### config.mk
export PLATFORM = sky130hd
export DESIGN_NAME = ett_timeout_counter
export DESIGN_NICKNAME = d
export VERILOG_FILES = /design/src/core/ett_pkg.sv /design/src/core/ett_etu_tick.sv /design/src/core/ett_timeout_counter.sv
export SDC_FILE = /design/constraint.sdc
export NUM_CORES = 1
export LEC_CHECK = 0
export ABC_AREA = 1
export BUFFER_PORTS_ARGS = -buffer_cell sky130_fd_sc_hd__buf_2
export CAP_MARGIN = 20
export CORE_MARGIN = 5
export CORE_UTILIZATION = 62
export DETAILED_ROUTE_END_ITERATION = 8
export PLACE_DENSITY = 0.94
export SYNTH_ARGS = -nofsm -noshare
export SYNTH_HDL_FRONTEND = slang
export SYNTH_SLANG_ARGS = --single-unit
### constraint.sdc
create_clock -name aclk -period 4.42 [get_ports aclk]
set_input_delay 0.663 -clock aclk [delete_from_list [all_inputs] [get_ports aclk]]
set_output_delay 0.663 -clock aclk [all_outputs]
set_load 0.01 [all_outputs]
### src/core/ett_pkg.sv
// Constants, types and the configuration decoder of the ETU timeout counter.
// Assumes a 32-bit AXI4-Lite register bus and one 125 MHz system clock.
package ett_pkg;

   // ==========================================================================
   // Register map (byte addresses)
   // ==========================================================================
   localparam int ETT_ADDR_W = 5;
   localparam logic [4:0] ETT_OFF_CONFIG = 5'h00;
   localparam logic [4:0] ETT_OFF_RELOAD_LOW = 5'h04;
   localparam logic [4:0] ETT_OFF_RELOAD_MID = 5'h08;
   localparam logic [4:0] ETT_OFF_RELOAD_HIGH = 5'h0c;
   localparam logic [4:0] ETT_OFF_DIVIDER = 5'h10;
   localparam logic [4:0] ETT_OFF_STATUS = 5'h14;
   localparam logic [4:0] ETT_OFF_COUNT = 5'h18;

   // ==========================================================================
   // Field positions and reset values
   // ==========================================================================
   localparam int ETT_DIV_PRESCALE_BIT = 8;
   localparam int ETT_STAT_LOW_BIT = 0;
   localparam int ETT_STAT_UP_BIT = 1;
   localparam int ETT_STAT_LOW_RUN_BIT = 2;
   localparam int ETT_STAT_UP_RUN_BIT = 3;
   localparam logic [7:0] ETT_RST_BYTE = 8'h00;
   localparam logic [1:0] ETT_RESP_OKAY = 2'h0;
   localparam logic [1:0] ETT_RESP_SLVERR = 2'h2;

   // ==========================================================================
   // Timing
   // ==========================================================================
   localparam int ETT_PRESCALE_SHORT = 31;
   localparam int ETT_PRESCALE_LONG = 32;
   localparam logic [3:0] ETT_AUTOSTOP_ETUS = 4'hc;

   // ==========================================================================
   // Configuration codes
   // ==========================================================================
   localparam logic [7:0] ETT_CODE_STOP = 8'h00;
   localparam logic [7:0] ETT_CODE_LOW_RELOAD = 8'h05;
   localparam logic [7:0] ETT_CODE_SOFT16 = 8'h61;
   localparam logic [7:0] ETT_CODE_SOFT16_RELOAD = 8'h65;
   localparam logic [7:0] ETT_CODE_SOFT24 = 8'h68;
   localparam logic [7:0] ETT_CODE_START16 = 8'h71;
   localparam logic [7:0] ETT_CODE_START16_RELOAD = 8'h75;
   localparam logic [7:0] ETT_CODE_START24 = 8'h7c;
   localparam logic [7:0] ETT_CODE_LOW_AUTO = 8'h85;
   localparam logic [7:0] ETT_CODE_SOFT16_AUTO = 8'he5;
   localparam logic [7:0] ETT_CODE_AUTO16 = 8'hf1;
   localparam logic [7:0] ETT_CODE_AUTO16_AUTO = 8'hf5;

   // Auto means autostop when receiving; when transmitting the lower stage
   // reloads and the upper stage behaves as plain start-bit mode.
   typedef enum logic [3:0] {
      ETT_STOP = 4'b0001,
      ETT_SOFT = 4'b0010,
      ETT_START = 4'b0100,
      ETT_AUTO = 4'b1000
   } ett_mode_e;

   typedef struct packed {
      ett_mode_e low;
      ett_mode_e up;
      logic join24;
   } ett_cfg_s;

   function automatic ett_cfg_s ett_decode(input logic [7:0] code);
      ett_cfg_s c;
      c = '{low: ETT_STOP, up: ETT_STOP, join24: 1'b0};
      case (code)
         ETT_CODE_LOW_RELOAD: c.low = ETT_START;
         ETT_CODE_SOFT16: c.up = ETT_SOFT;
         ETT_CODE_SOFT16_RELOAD: c = '{low: ETT_START, up: ETT_SOFT, join24: 1'b0};
         ETT_CODE_SOFT24: c = '{low: ETT_STOP, up: ETT_SOFT, join24: 1'b1};
         ETT_CODE_START16: c.up = ETT_START;
         ETT_CODE_START16_RELOAD: c = '{low: ETT_START, up: ETT_START, join24: 1'b0};
         ETT_CODE_START24: c = '{low: ETT_STOP, up: ETT_START, join24: 1'b1};
         ETT_CODE_LOW_AUTO: c.low = ETT_AUTO;
         ETT_CODE_SOFT16_AUTO: c = '{low: ETT_AUTO, up: ETT_SOFT, join24: 1'b0};
         ETT_CODE_AUTO16: c.up = ETT_AUTO;
         ETT_CODE_AUTO16_AUTO: c = '{low: ETT_AUTO, up: ETT_AUTO, join24: 1'b0};
         default: c = '{low: ETT_STOP, up: ETT_STOP, join24: 1'b0};
      endcase
      return c;
   endfunction : ett_decode

endpackage : ett_pkg

### src/core/ett_etu_tick.sv
// ETU tick generator: card clock enable, prescaler of 31 or 32, then an
// autoreload divider. Assumes card_clk_en is a one-cycle pulse on aclk.
`timescale 1ns/1ns
module ett_etu_tick import ett_pkg::*; #(
   parameter int DIV_W = 8
) (
   // Clock and reset
   input wire logic aclk,
   input wire logic aresetn,
   // Control
   input wire logic card_clk_en,
   input wire logic prescale_long,
   input wire logic [DIV_W-1:0] etu_divider,
   // Tick out
   output logic etu_tick
);

   initial begin
      if (DIV_W < 1 || DIV_W > 16) $error("ett_etu_tick: DIV_W out of range");
   end

   logic [5:0] pre_cnt;
   logic [DIV_W-1:0] div_cnt;

   wire [5:0] pre_last = prescale_long ? 6'(ETT_PRESCALE_LONG - 1) : 6'(ETT_PRESCALE_SHORT - 1);
   wire pre_wrap = card_clk_en && (pre_cnt >= pre_last);
   wire div_wrap = pre_wrap && (div_cnt == '0);

   always_ff @(posedge aclk) begin
      if (!aresetn) pre_cnt <= 6'h00;
      else if (pre_wrap) pre_cnt <= 6'h00;
      else if (card_clk_en) pre_cnt <= pre_cnt + 6'h01;
   end

   always_ff @(posedge aclk) begin
      if (!aresetn) div_cnt <= '0;
      else if (div_wrap) div_cnt <= etu_divider;
      else if (pre_wrap) div_cnt <= div_cnt - 1'b1;
   end

   always_ff @(posedge aclk) begin
      if (!aresetn) etu_tick <= 1'b0;
      else etu_tick <= div_wrap;
   end

endmodule : ett_etu_tick

### src/core/ett_timeout_counter.sv
// ETU timeout counter: three 8-bit stages as 8+16 or 24 bits, AXI4-Lite slave.
// Assumes card_io_line, receive_direction and card_active are synchronous to
// aclk and that the card clock arrives as the one-cycle enable card_clk_en.
`timescale 1ns/1ns
module ett_timeout_counter import ett_pkg::*; #(
   parameter int DIV_W = 8
) (
   // Clock and reset
   input wire logic aclk,
   input wire logic aresetn,
   // AXI4-Lite write address and data
   input wire logic [ETT_ADDR_W-1:0] s_axi_awaddr,
   input wire logic s_axi_awvalid,
   output logic s_axi_awready,
   input wire logic [31:0] s_axi_wdata,
   input wire logic [3:0] s_axi_wstrb,
   input wire logic s_axi_wvalid,
   output logic s_axi_wready,
   // AXI4-Lite write response
   output logic [1:0] s_axi_bresp,
   output logic s_axi_bvalid,
   input wire logic s_axi_bready,
   // AXI4-Lite read
   input wire logic [ETT_ADDR_W-1:0] s_axi_araddr,
   input wire logic s_axi_arvalid,
   output logic s_axi_arready,
   output logic [31:0] s_axi_rdata,
   output logic [1:0] s_axi_rresp,
   output logic s_axi_rvalid,
   input wire logic s_axi_rready,
   // Card side
   input wire logic card_clk_en,
   input wire logic card_active,
   input wire logic card_io_line,
   input wire logic receive_direction,
   // Host notification
   output logic timeout_irq
);

   initial begin
      if (DIV_W != 8) $error("ett_timeout_counter: DIV_W must be 8");
   end

   // ==========================================================================
   // Register bus
   // ==========================================================================
   logic aw_hold;
   logic w_hold;
   logic [ETT_ADDR_W-1:0] wr_addr;
   logic [31:0] wr_data;
   logic [3:0] wr_strb;
   logic [7:0] timeout_config;
   logic [7:0] timeout_reload_low;
   logic [7:0] timeout_reload_mid;
   logic [7:0] timeout_reload_high;
   logic [DIV_W-1:0] etu_divider;
   logic prescale_long;
   logic low_flag;
   logic up_flag;
   logic [7:0] low_cnt;
   logic [15:0] up_cnt;
   logic low_run;
   logic up_run;

   assign s_axi_awready = !aw_hold && !s_axi_bvalid;
   assign s_axi_wready = !w_hold && !s_axi_bvalid;
   assign s_axi_arready = !s_axi_rvalid;

   wire do_wr = aw_hold && w_hold && !s_axi_bvalid;
   wire wr_lane0 = do_wr && wr_strb[0];
   wire wr_lane1 = do_wr && wr_strb[1];
   wire wr_mapped = wr_addr <= ETT_OFF_COUNT && wr_addr[1:0] == 2'h0;
   wire cfg_wr = wr_lane0 && wr_addr == ETT_OFF_CONFIG;
   wire stat_wr = wr_lane0 && wr_addr == ETT_OFF_STATUS;
   wire rd_take = s_axi_arvalid && s_axi_arready;
   wire rd_mapped = s_axi_araddr <= ETT_OFF_COUNT && s_axi_araddr[1:0] == 2'h0;

   always_ff @(posedge aclk) begin
      if (!aresetn) begin
         aw_hold <= 1'b0;
         wr_addr <= '0;
      end else if (s_axi_awvalid && s_axi_awready) begin
         aw_hold <= 1'b1;
         wr_addr <= s_axi_awaddr;
      end else if (do_wr) begin
         aw_hold <= 1'b0;
      end
   end

   always_ff @(posedge aclk) begin
      if (!aresetn) begin
         w_hold <= 1'b0;
         wr_data <= 32'h0000_0000;
         wr_strb <= 4'h0;
      end else if (s_axi_wvalid && s_axi_wready) begin
         w_hold <= 1'b1;
         wr_data <= s_axi_wdata;
         wr_strb <= s_axi_wstrb;
      end else if (do_wr) begin
         w_hold <= 1'b0;
      end
   end

   always_ff @(posedge aclk) begin
      if (!aresetn) begin
         s_axi_bvalid <= 1'b0;
         s_axi_bresp <= ETT_RESP_OKAY;
      end else if (do_wr) begin
         s_axi_bvalid <= 1'b1;
         s_axi_bresp <= wr_mapped ? ETT_RESP_OKAY : ETT_RESP_SLVERR;
      end else if (s_axi_bready) begin
         s_axi_bvalid <= 1'b0;
      end
   end

   // Reload values only feed the counters at a load, so a write here never
   // disturbs a count in progress, though a config write here can.
   always_ff @(posedge aclk) begin
      if (!aresetn) begin
         timeout_config <= ETT_RST_BYTE;
         timeout_reload_low <= ETT_RST_BYTE;
         timeout_reload_mid <= ETT_RST_BYTE;
         timeout_reload_high <= ETT_RST_BYTE;
         etu_divider <= '0;
         prescale_long <= 1'b0;
      end else begin
         if (cfg_wr) timeout_config <= wr_data[7:0];
         if (wr_lane0 && wr_addr == ETT_OFF_RELOAD_LOW) timeout_reload_low <= wr_data[7:0];
         if (wr_lane0 && wr_addr == ETT_OFF_RELOAD_MID) timeout_reload_mid <= wr_data[7:0];
         if (wr_lane0 && wr_addr == ETT_OFF_RELOAD_HIGH) timeout_reload_high <= wr_data[7:0];
         if (wr_lane0 && wr_addr == ETT_OFF_DIVIDER) etu_divider <= wr_data[DIV_W-1:0];
         if (wr_lane1 && wr_addr == ETT_OFF_DIVIDER) prescale_long <= wr_data[ETT_DIV_PRESCALE_BIT];
      end
   end

   wire [31:0] rd_word =
      (s_axi_araddr == ETT_OFF_CONFIG) ? {24'h0, timeout_config} :
      (s_axi_araddr == ETT_OFF_RELOAD_LOW) ? {24'h0, timeout_reload_low} :
      (s_axi_araddr == ETT_OFF_RELOAD_MID) ? {24'h0, timeout_reload_mid} :
      (s_axi_araddr == ETT_OFF_RELOAD_HIGH) ? {24'h0, timeout_reload_high} :
      (s_axi_araddr == ETT_OFF_DIVIDER) ? {23'h0, prescale_long, etu_divider} :
      (s_axi_araddr == ETT_OFF_STATUS) ? {28'h0, up_run, low_run, up_flag, low_flag} :
      (s_axi_araddr == ETT_OFF_COUNT) ? {8'h0, up_cnt, low_cnt} : 32'h0000_0000;

   always_ff @(posedge aclk) begin
      if (!aresetn) begin
         s_axi_rvalid <= 1'b0;
         s_axi_rdata <= 32'h0000_0000;
         s_axi_rresp <= ETT_RESP_OKAY;
      end else if (rd_take) begin
         s_axi_rvalid <= 1'b1;
         s_axi_rdata <= rd_word;
         s_axi_rresp <= rd_mapped ? ETT_RESP_OKAY : ETT_RESP_SLVERR;
      end else if (s_axi_rready) begin
         s_axi_rvalid <= 1'b0;
      end
   end

   // ==========================================================================
   // ETU tick and start bit detection
   // ==========================================================================
   logic etu_tick_raw;
   logic io_prev;

   ett_etu_tick #(.DIV_W(DIV_W)) u_tick (
      .aclk(aclk),
      .aresetn(aresetn),
      .card_clk_en(card_clk_en),
      .prescale_long(prescale_long),
      .etu_divider(etu_divider),
      .etu_tick(etu_tick_raw)
   );

   always_ff @(posedge aclk) begin
      if (!aresetn) io_prev <= 1'b1;
      else io_prev <= card_io_line;
   end

   // No stage counts unless the card is powered and clocked; start bits are seen only while it is powered.
   wire tick = etu_tick_raw && card_active;
   wire start_bit = card_active && io_prev && !card_io_line;

   // ==========================================================================
   // Counter stages
   // ==========================================================================
   wire ett_cfg_s cfg = ett_decode(timeout_config);
   wire ett_cfg_s new_cfg = ett_decode(wr_data[7:0]);
   wire [23:0] wide_cnt = {up_cnt, low_cnt};
   wire low_alone = !cfg.join24 && cfg.low != ETT_STOP;
   wire low_reloads = cfg.low == ETT_START || (cfg.low == ETT_AUTO && !receive_direction);
   wire low_tc = tick && low_run && !cfg.join24 && low_cnt <= 8'h01;
   wire up_tc = tick && up_run && (cfg.join24 ? wide_cnt <= 24'h1 : up_cnt <= 16'h0001);
   wire up_on_start = cfg.up == ETT_START || cfg.up == ETT_AUTO;
   wire soft_keep = cfg.up == ETT_SOFT && up_run && new_cfg.up == ETT_SOFT
      && new_cfg.join24 == cfg.join24;

   // Twelve-ETU window after the first received start bit.
   logic win_on;
   logic [3:0] win_cnt;
   wire win_need = receive_direction && ((low_alone && cfg.low == ETT_AUTO) || cfg.up == ETT_AUTO);
   wire win_end = tick && win_on && win_cnt == ETT_AUTOSTOP_ETUS - 4'h1;
   wire auto_stop = win_end && receive_direction;

   always_ff @(posedge aclk) begin
      if (!aresetn || cfg_wr) begin
         win_on <= 1'b0;
         win_cnt <= 4'h0;
      end else if (!win_on && start_bit && win_need) begin
         win_on <= 1'b1;
         win_cnt <= 4'h0;
      end else if (win_end) begin
         win_on <= 1'b0;
      end else if (win_on && tick) begin
         win_cnt <= win_cnt + 4'h1;
      end
   end

   logic [7:0] next_low_cnt;
   logic [15:0] next_up_cnt;
   logic next_low_run;
   logic next_up_run;

   always_comb begin
      next_low_cnt = low_cnt;
      next_up_cnt = up_cnt;
      next_low_run = low_run;
      next_up_run = up_run;
      // Lower stage on its own.
      if (low_tc) begin
         if (low_reloads) begin
            next_low_cnt = timeout_reload_low;
         end else begin
            next_low_cnt = 8'h00;
            next_low_run = 1'b0;
         end
      end else if (tick && low_run && !cfg.join24) begin
         next_low_cnt = low_cnt - 8'h01;
      end
      if (auto_stop && low_alone && cfg.low == ETT_AUTO) next_low_run = 1'b0;
      // The lower stage ignores later start bits while it runs.
      if (start_bit && low_alone && !low_run) begin
         next_low_cnt = timeout_reload_low;
         next_low_run = 1'b1;
      end
      // Upper stage, or all three stages joined.
      if (up_tc) begin
         next_up_run = 1'b0;
         next_up_cnt = 16'h0000;
         if (cfg.join24) next_low_cnt = 8'h00;
      end else if (tick && up_run) begin
         if (cfg.join24) {next_up_cnt, next_low_cnt} = wide_cnt - 24'h1;
         else next_up_cnt = up_cnt - 16'h0001;
      end
      if (auto_stop && cfg.up == ETT_AUTO) next_up_run = 1'b0;
      if (start_bit && up_on_start) begin
         next_up_cnt = {timeout_reload_high, timeout_reload_mid};
         next_up_run = 1'b1;
         if (cfg.join24) next_low_cnt = timeout_reload_low;
      end
      // A new code stops, starts or leaves alone each stage.
      if (cfg_wr) begin
         if (new_cfg.low == ETT_STOP || new_cfg.join24) next_low_run = 1'b0;
         if (new_cfg.up == ETT_STOP) begin
            next_up_run = 1'b0;
         end else if (new_cfg.up == ETT_SOFT) begin
            if (!soft_keep) begin
               next_up_cnt = {timeout_reload_high, timeout_reload_mid};
               next_up_run = 1'b1;
               if (new_cfg.join24) next_low_cnt = timeout_reload_low;
            end
         end else if (cfg.up == ETT_SOFT || new_cfg.join24 != cfg.join24) begin
            next_up_run = 1'b0;
         end
      end
   end

   always_ff @(posedge aclk) begin
      if (!aresetn) begin
         low_cnt <= 8'h00;
         up_cnt <= 16'h0000;
         low_run <= 1'b0;
         up_run <= 1'b0;
      end else begin
         low_cnt <= next_low_cnt;
         up_cnt <= next_up_cnt;
         low_run <= next_low_run;
         up_run <= next_up_run;
      end
   end

   // ==========================================================================
   // Timeout flags
   // ==========================================================================
   // A terminal count in the same cycle as a clear wins, so no timeout is lost.
   always_ff @(posedge aclk) begin
      if (!aresetn) begin
         low_flag <= 1'b0;
         up_flag <= 1'b0;
      end else begin
         low_flag <= low_tc || (low_flag && !(stat_wr && wr_data[ETT_STAT_LOW_BIT]));
         up_flag <= up_tc || (up_flag && !(stat_wr && wr_data[ETT_STAT_UP_BIT]));
      end
   end

   assign timeout_irq = low_flag || up_flag;

endmodule : ett_timeout_counter

**Yosys cells after proc, flatten, opt, wreduce, memory -nomap -nowiden**

Index checks and enable logic that the tools add are counted.

- Reductions and logical operators: 97
- Order comparisons: 6
- Multiplexer cells: 65
- Bitwise gates (word level): 2
- Add/subtract/negate cells: 6
- Eq/ne operators: 45

Operators by type and width:

| operator | count |
|---|---|
| $mux W24 | 7 |
| $mux W8 | 17 |
| $mux W16 | 8 |
| $eq A8 B7 Y1 const B | 12 |
| $eq A8 B8 Y1 const B | 8 |
| $logic_and A1 B1 Y1 | 50 |
| $mux W1 | 27 |
| $eq A5 B5 Y1 const B | 5 |
| $le A24 B1 Y1 const B | 1 |
| $pmux W4 S3 | 2 |
| $sub A24 B1 Y24 const B | 1 |
| $eq A5 B4 Y1 const B | 4 |
| $reduce_or A3 Y1 | 6 |
| $eq A8 B3 Y1 const B | 2 |
| $le A16 B1 Y1 const B | 1 |
| $pmux W4 S2 | 2 |
| $sub A16 B1 Y16 const B | 1 |
| $sub A8 B1 Y8 const B | 2 |
| $eq A4 B4 Y1 const B | 3 |
| $logic_not A1 Y1 | 12 |
| $reduce_bool A2 Y1 | 6 |
| $reduce_or A2 Y1 | 6 |
| $eq A5 B3 Y1 const B | 2 |
| $le A5 B5 Y1 const B | 2 |
| other kinds (18) | 34 |

- Register bits: 146
- Logic and storage cells: 249
- Input port bits: 57

**Longest topological paths before layout**

Gate-level depths: netlist of run 1.

- Word-level depth: 19
- Gate-level depth with buffers: 15
- Gate-level depth less buffers: 15

**Cells and area by module**

A second synthesis of run 1 with hierarchy kept.

- Cell total of the unflattened synthesis: 1143
- Area total of the unflattened synthesis: 7532.2 µm²

Modules (own cells, without submodules):

| module | area an instance (µm²) | seq. area each (µm²) | instances | cells each |
|---|---|---|---|---|
| ett_timeout_counter | 6616.3 | 2422.3 | 1 | 1006 |
| ett_etu_tick | 915.9 | 300.3 | 1 | 137 |

**Least setup slack after synthesis of run 1**

OpenSTA, ideal clock, no wires.

- Path kind: input port to flip-flop
- Start point: in card_active
- End point: reg low_cnt[0]
- Setup time: 0.110 ns
- Stages: 11
- Arrival time: 1.796 ns
- Data required time: 4.310 ns
- Setup slack: 2.515 ns
- Cells stage by stage: nand2_1 > nor2_2 > inv_1 > nor3_1 > nand3_1 > nand2_1 > inv_1 > nand2_1 > nand2_1 > nand2_1 > nor2_1

- Cells in the longest elaborated chain, start to end: 16

RTL lines:

| element | line | source |
|---|---|---|
| from (decl) | ett_timeout_counter.sv:33 | `input wire logic card_active,` |
| $logic_and A1 B1 Y1 | ett_timeout_counter.sv:180 | `wire tick = etu_tick_raw && card_active;` |
| $logic_and A1 B1 Y1 (2 in a row) | ett_timeout_counter.sv:191, ett_timeout_counter.sv:236 |  |
| $mux W8 / $logic_and A1 B1 Y1 (equally long branches) | ett_timeout_counter.sv:236, ett_timeout_counter.sv:191 |  |
| $mux W8 | ett_timeout_counter.sv:229 | `if (low_tc) begin` |
| $mux W8 | ett_timeout_counter.sv:241 | `if (start_bit && low_alone && !low_run) begin` |
| $mux W8 | ett_timeout_counter.sv:251 | `if (cfg.join24) {next_up_cnt, next_low_cnt} = wide_cnt - 24'h1;` |
| $mux W8 | ett_timeout_counter.sv:250 | `end else if (tick && up_run) begin` |
| $mux W8 | ett_timeout_counter.sv:246 | `if (up_tc) begin` |
| $mux W8 | ett_timeout_counter.sv:258 | `if (cfg.join24) next_low_cnt = timeout_reload_low;` |
| $mux W8 (*) | ett_timeout_counter.sv:255 | `if (start_bit && up_on_start) begin` |
| $mux W8 | ett_timeout_counter.sv:269 | `if (new_cfg.join24) next_low_cnt = timeout_reload_low;` |
| $mux W8 | ett_timeout_counter.sv:266 | `if (!soft_keep) begin` |
| $mux W8 | ett_timeout_counter.sv:265 | `end else if (new_cfg.up == ETT_SOFT) begin` |
| $mux W8 | ett_timeout_counter.sv:263 | `if (new_cfg.up == ETT_STOP) begin` |
| $mux W8 (*) | ett_timeout_counter.sv:261 | `if (cfg_wr) begin` |
| to (signal assigned) | ett_timeout_counter.sv:284 | `low_cnt <= next_low_cnt;` |
| to (decl) | ett_timeout_counter.sv:60 | `logic [7:0] low_cnt;` |

Mark *: on every way between the ends. The rest lies on a longest branch, timed or not.
A chain may end at the register's enable or synchronous reset.

**Final worst setup path of run 1**

- Start point: reg s_axi_rvalid
- End point: reg s_axi_rresp[1]

- Cells in the longest elaborated chain, start to end: 2

RTL lines:

| element | line | source |
|---|---|---|
| from (decl) | ett_timeout_counter.sv:29 | `output logic s_axi_rvalid,` |
| from (signal assigned) | ett_timeout_counter.sv:147 | `s_axi_rvalid <= 1'b0;` |
| from (signal assigned) | ett_timeout_counter.sv:151 | `s_axi_rvalid <= 1'b1;` |
| from (signal assigned) | ett_timeout_counter.sv:155 | `s_axi_rvalid <= 1'b0;` |
| $logic_not A1 Y1 | ett_timeout_counter.sv:67 | `assign s_axi_arready = !s_axi_rvalid;` |
| $logic_and A1 B1 Y1 | ett_timeout_counter.sv:75 | `wire rd_take = s_axi_arvalid && s_axi_arready;` |
| to (signal assigned) | ett_timeout_counter.sv:153 | `s_axi_rresp <= rd_mapped ? ETT_RESP_OKAY : ETT_RESP_SLVERR;` |
| to (decl) | ett_timeout_counter.sv:28 | `output logic [1:0] s_axi_rresp,` |

No other way between the ends.

==> results of run 1 <==
[sequential cells by signal (all words and copies together), names as in the netlist, 2 cells and up]
signal               cells
timeout_reload_mid       8
wr_addr                  5
wr_data                  9
wr_strb                  2
low_cnt                  8
timeout_config           8
win_cnt                  4
u_tick.div_cnt           8
timeout_reload_low       8
s_axi_rdata             24
etu_divider              8
u_tick.pre_cnt           6
up_cnt                  16
timeout_reload_high      8
[area by class of cell]
type | count | area, sq um | share of cell area
clock buffer | 23 | 508.0 | 0.06270
multi-input combinational | 761 | 3799 | 0.4689
timing repair buffer | 67 | 345.3 | 0.04263
sequential | 136 | 2723 | 0.3361
inverter | 122 | 460.4 | 0.05683
tap | 143 | 178.9 | 0.02208
clock inverter | 9 | 87.58 | 0.01081
[placed cells by master, fill, tap and decap left out, drive strengths merged, types with 7 or more instances in the layout]
master | netlist | layout
o211ai | 7 | 7
xor2 | 16 | 16
a21oi | 115 | 115
nand2 | 261 | 261
nand4 | 10 | 10
conb | 1 | 10
nor2 | 126 | 126
o22ai | 10 | 10
a211oi | 8 | 8
clkbuf | 20 | 24
ha | 9 | 9
o21ai | 74 | 74
nor3 | 13 | 13
buf | 17 | 66
dfxtp | 136 | 136
inv | 119 | 120
nand3 | 64 | 64
o21a | 8 | 8
[metal layers]
layer  vias to the layer above  wire [um]  track usage
li1                       3535          -            -
met1                      3194       7899       0.3486
met2                       312       9114       0.4547
met3                        64       1742      0.08133
met4                         0        656       0.1247
met5                         -          0            0
[per-stage QoR]
stage | cells | hold WS (ns) | power, mW | setup WS, ns | util
after floorplan | 1056 | 0.3975 | 1.401 | 2.515 | -
after global placement | 1228 | 0.4053 | 1.445 | 1.862 | 0.6595
after detailed placement | 1228 | 0.4129 | 1.452 | 1.763 | 0.6595
after CTS | 1260 | 0.4193 | 2.828 | 1.949 | 0.7119
after global routing | 1261 | 0.4229 | 2.920 | 1.670 | 0.7126
final | 1261 | 0.4236 | 2.822 | 1.895 | 0.7126
[worst min path at each step]
stage                       from         endpoint  slack [ns]  cells after the start
6_report            card_io_line          io_prev        0.42                      3
5_1_grt             card_io_line          io_prev        0.42                      3
4_1_cts             card_io_line          io_prev        0.42                      3
3_5_place_dp   u_tick.div_cnt[7]  u_tick.etu_tick        0.41                      1
3_3_place_gp   u_tick.div_cnt[7]  u_tick.etu_tick        0.41                      1
2_1_floorplan  u_tick.div_cnt[7]  u_tick.etu_tick        0.40                      1
[kinds of logic (layout without fill, tap and decap cells)]
| family | after synthesis | after routing | synth area share |
|---|---|---|---|
| adder cells (fa/ha/maj) | 9 | 9 | 0.01575 |
| other | 1 | 10 | 0.0005244 |
| XOR/XNOR | 22 | 22 | 0.02695 |
| AO/OA/AOI/OAI | 237 | 237 | 0.1869 |
| buffers and inverters | 159 | 221 | 0.09274 |
| AND/OR/NAND/NOR | 483 | 483 | 0.2964 |
| flip-flops | 136 | 136 | 0.3808 |
[power by group through the flow]
stage	registers, mW	clock network [mW]	logic (mW)
floorplan	1.29	0	0.109
global placement	1.29	0	0.152
detailed placement	1.29	0	0.157
CTS	1.27	1.40	0.159
global route	1.27	1.47	0.181
finish	1.27	1.39	0.161
[worst max-delay path: stages (launching register included)]
cell,delay [ns]
dfxtp_1,0.32
inv_1,0.06
nand2_1,0.74
clkinv_1,0.74
o21ai_0,0.43
a31oi_1,0.09
==> results.cfg, run 1 <==
[floorplanning]
row_count = 39
coreArea_sq_um = 11370
ios = 99
die_x_um = 117.4
dieArea_sq_um = 13780
die_h_um = 117.4
initial_core_util = 0.6289

[route]
num_vias = 7105
dr.pass1.iters = 7
ant_nets = 0
via_per_inst = 5.634
wire_per_inst_um = 15.39
remaining_drc_errors = 0
detail_route.iter0.violations = 786
drt-total-wl_mm = 19.41

[timing]
slew_viol_final = 0
fin_worst_skew_ns = 0.005335
fmax_mhz = 396.1
relSlewSlack = 0.3214
tns_ns = 0
timing.final.crit_share = 0.5712
layout_min_cycle_time_ns = 2.525
tightest_slew_ns = 1.015
rsz0062_at_grt = false
setup_viol = 0
hold_violations = 0

[logic_synthesis]
synthTopCellsByCount = nand2_1 (240), dfxtp_1 (136), nor2_1 (118), inv_1 (114), a21oi_1 (104)
synth_area_per_cell_sq_um = 6.830
synth_top_area_frac = 0.3808
yosysMostFrequentCell = nand2_1
synth_edf_count = 0
async_reset_ff_frac = 0
netlist_top_cells_area = dfxtp_1 (38%), nand2_1 (13%), a21oi_1 (7.3%), nor2_1 (6.2%), inv_1 (6.0%)
synthesis.area_sq_um = 7151
synth_warnings = 0
seq_area_frac_synth = 0.3808
synth_largest_area_cell = dfxtp_1
synth_seq_cells = 136
synth-main-ff-cell = dfxtp_1
netlist_instances = 1047
synth_cell_types = 44

[cells_and_area]
nets = 1171
n_antenna_cell = 0
nFillCells = 947
design_area_sq_um = 8102
drive_gt1_frac = 0.1377
syn_to_final_growth_pct = 13.30

[critical_path]
worstPathRequired_ns = 4.70
r2r-start = s_axi_rvalid
timing.rr.end = s_axi_rresp[1]
r2r_cells = 5
r2r_slack_ns = 1.90
path_max_fanout = 28
critical_path.startpoint = s_axi_rvalid
crit_type = reg2reg
start_kind = flip-flop
crit_arrival_ns = 2.80
crit_path_end = s_axi_rresp[1]
cp-end-kind = flip-flop

[flow_run]
cap_viol_max_count = 0

[power_and_ir_drop]
p_per_area_nw_per_um2 = 348.4
power_leakage_nw = 3.592
ir_drop_uv = 393.0
power_frac_seq = 0.450
p_int_mw = 2.157
power_frac_clock = 0.493
pwr-share-comb = 0.057
power_switching_share = 0.2358
p_sw_uw = 665.5

[grt]
grt_pass1_vias = 6593
grt_usage = 0.2818
grt_overflow_total = 0
grt_max_degree = 69
grt_pass1_wl_mm = 31.88
antenna_found_initial = 0

[clocking]
hold_buffers = 0
clkLatencyLatePin_ns = 0.42
path_clk_slew_ns = 0.06
post_cts_buffers = 0
ctsResizeCount = 0
cts_root_buffer = clkbuf_16
tritoncts = yes
cts_made_buffers = 17
clockBufferDepth = 2
cts_sinks = 136
htreeDepth = 4

[placement]
postPlaceCellArea_sq_um = 7498
dp_hpwl_mm = 13.76
io_buffers = 63
place_congestion = 0.9799

[status]
status = completed

[worst_hold_path]
holdCritPathClass = in2reg
No activity file was read; power rests on OpenSTA's default activity.
==> run 2: changes to the inputs <==
Settings changed: ABC_AREA 1 to 0, CORE_UTILIZATION 62 to 52, PLACE_DENSITY 0.94 to 0.85.
Clock period 4.42 ns to 2.26 ns, I/O delays scaled along.
==> run 2 against run 1 <==
  * Area after synthesis shrank 0.17%
  * First-iteration DRC count shrank 14%
  * Clock power grew 110%
  * Flip-flop and latch count is the same
  * Clock-buffer cell count shrank 6
  * Worst setup slack lost 1.9 ns
  * Utilization shrank 6.0 points
  * Largest power group unchanged
  * Total power grew 100%
  * Sequential share of layout area shrank 2.4 points
  * Critical path depth grew 2
==> results.cfg, run 2 <==
[status]
status = completed

[timing]
rsz0062_at_grt = true
layout_min_cycle_time_ns = 2.248
setup_viol = 0
tightest_slew_ns = 0.9545
relSlewSlack = 0.3637
hold_violations = 0
fin_worst_skew_ns = 0.009124
fmax_mhz = 444.8
hold_slack_ns = 0.1093
setup_ws_ns = 0.01185
slew_viol_final = 0
timing.final.crit_share = 0.9948

[worst_hold_path]
holdCritPathClass = in2reg
hold_path_startpoint = s_axi_rready
hold_depth = 2
min_to = s_axi_rvalid

[placement]
dp_hpwl_mm = 14.23
io_buffers = 63
dp_worst_setup_slack_ns = -0.1228
place_congestion = 0.9162

[logic_synthesis]
synth_largest_area_cell = dfxtp_1
async_reset_ff_frac = 0
netlist_instances = 817
netlist_top_cells_area = dfxtp_1 (38%), mux2i_1 (7.7%), nor2_1 (6.3%), a21oi_1 (3.4%), nand2_1 (2.9%)
yosysMostFrequentCell = dfxtp_1
synth_edf_count = 0
synth_top_area_frac = 0.3814
synth_area_per_cell_sq_um = 8.737
synth-main-ff-cell = dfxtp_1
synth_cell_types = 81
synthesis.area_sq_um = 7138
synth_seq_cells = 136
seq_area_frac_synth = 0.3814
synthTopCellsByCount = dfxtp_1 (136), nor2_1 (119), nand2_1 (56), mux2i_1 (55), a21oi_1 (48)
synth_warnings = 0

[route]
via_per_inst = 6.122
wire_per_inst_um = 18.42
drt-total-wl_mm = 20.46
remaining_drc_errors = 0
ant_nets = 0
detail_route.iter0.violations = 678
num_vias = 6801
dr.pass1.iters = 5

[cells_and_area]
nets = 988
layout_common_cells = dfxtp_1 (135), nor2_1 (119), buf_4 (73)
syn_to_final_growth_pct = 22.10
final_util = 0.6530
top_register = s_axi_rdata
final_common_cell = dfxtp_1
largest_reg_flops = 24
n_antenna_cell = 0
drive_gt1_frac = 0.2460
top_regs = s_axi_rdata x24, up_cnt x16, wr_data x9

[floorplanning]
ios = 99
initial_core_util = 0.5348
die_x_um = 127.2
coreArea_sq_um = 13350
dieArea_sq_um = 16170
row_count = 42
die_h_um = 127.2

[grt]
gr-usage-met2 = 0.4010
grt_pass1_wl_mm = 32.04
grt_overflow_total = 0
antenna_found_initial = 1
grt_pass1_vias = 6472
grt_usage = 0.2472
use_met3 = 0.06135
use_met1 = 0.3133
grt_max_degree = 92
busiest_layer = met2

[clocking]
path_clk_slew_ns = 0.06
clkLatencyLatePin_ns = 0.43
cts_made_buffers = 17
cts_root_buffer = clkbuf_16
htreeDepth = 4
clockBufferDepth = 2
cts_sinks = 136
tritoncts = yes
hold_buffers = 0

[power_and_ir_drop]
ir_drop_uv = 566.1
p_per_area_nw_per_um2 = 653.9
power_mw = 5.699
power_leakage_nw = 3.731

[flow_run]
cap_viol_max_count = 0

[critical_path]
cp-end-kind = flip-flop
crit_arrival_ns = 2.56
worstPathRequired_ns = 2.57
start_kind = flip-flop
path_max_fanout = 16
r2r-start = up_cnt[11]
crit_type = reg2reg
timing.rr.end = up_cnt[15]
r2r_slack_ns = 0.01
r2r_cells = 7
-- run 2: cell count changes after synthesis, moves of 18 or more --
cell | previous run | this run
mux2i_1 | 0 | 55
a21oi_1 | 104 | 48
clkbuf_1 | 19 | 42
nand3_1 | 58 | 16
nand2_1 | 240 | 56
o21ai_0 | 73 | 26
a22oi_1 | 0 | 19
inv_1 | 114 | 19
xnor2_1 | 6 | 24
nand2_2 | 18 | 0
-- run 2: cell families after synthesis --
kind of cell,count (synthesis),synth area share
other,1,0.0005254
adders and majority gates,9,0.01578
DFF,136,0.3814
and+or+nand+nor,301,0.2116
buffers and inverters,82,0.05434
AOI/OAI and AO/OA,192,0.2030
muxes,63,0.09290
xor gates and xnor gates,33,0.04049
-- run 2: per-stage QoR --
stage	area, sq um	setup TNS, ns	cells
final	8716	0	1111
after CTS	8607	0	1110
after floorplan	7198	-0.3548	826
after detailed placement	7980	-1.693	1077
after global routing	8716	-0.4075	1111
after global placement	7980	-0.2638	1077
-- run 2: final cells by class --
type,instances,area [sq um]
inverter,19,71.32
timing repair buffer,140,917.1
clock buffer,17,425.4
clock inverter,15,177.7
sequential,136,2724
multi-input combinational,608,4180
fill,1046,4632
tap,176,220.2
-- run 2: layer usage --
layer | share of wire | wire, um
met2 | 0.46 | 9495
met4 | 0.035 | 713
met3 | 0.087 | 1790
met5 | 0.00054 | 11
met1 | 0.41 | 8452
-- run 2: worst max path at each step --
stage	start	end	slack [ns]	cells past startpoint
2_1_floorplan	up_cnt[11]	up_cnt[11]	-0.03	7
3_3_place_gp	timeout_config[3]	up_cnt[4]	-0.04	6
3_5_place_dp	timeout_config[3]	up_cnt[0]	-0.12	6
4_1_cts	up_cnt[11]	up_flag	0.007	8
5_1_grt	up_cnt[11]	up_cnt[15]	-0.05	7
6_report	up_cnt[11]	up_cnt[15]	0.01	7
-- run 2: timing repair --
item,in CTS,in global routing
endpoints found under the setup margin,25,26
pin swaps,1,4
resized for setup,3,19
setup buffers,1,1
-- run 2: power by group --
part | total (mW) | internal, mW | switching [mW]
Clock | 2.85 | 1.73 | 1.11
Combinational | 0.375 | 0.136 | 0.239
Sequential | 2.48 | 2.44 | 0.0397
-- run 2: worst max-delay path, cell delays in order, from the launching register on --
cell,delay (ns)
dfxtp_2,0.32
or4_4,0.54
or4_4,0.46
nor3_4,0.13
buf_6,0.15
o2111ai_4,0.15
nand3_4,0.28
o2bb2ai_1,0.11
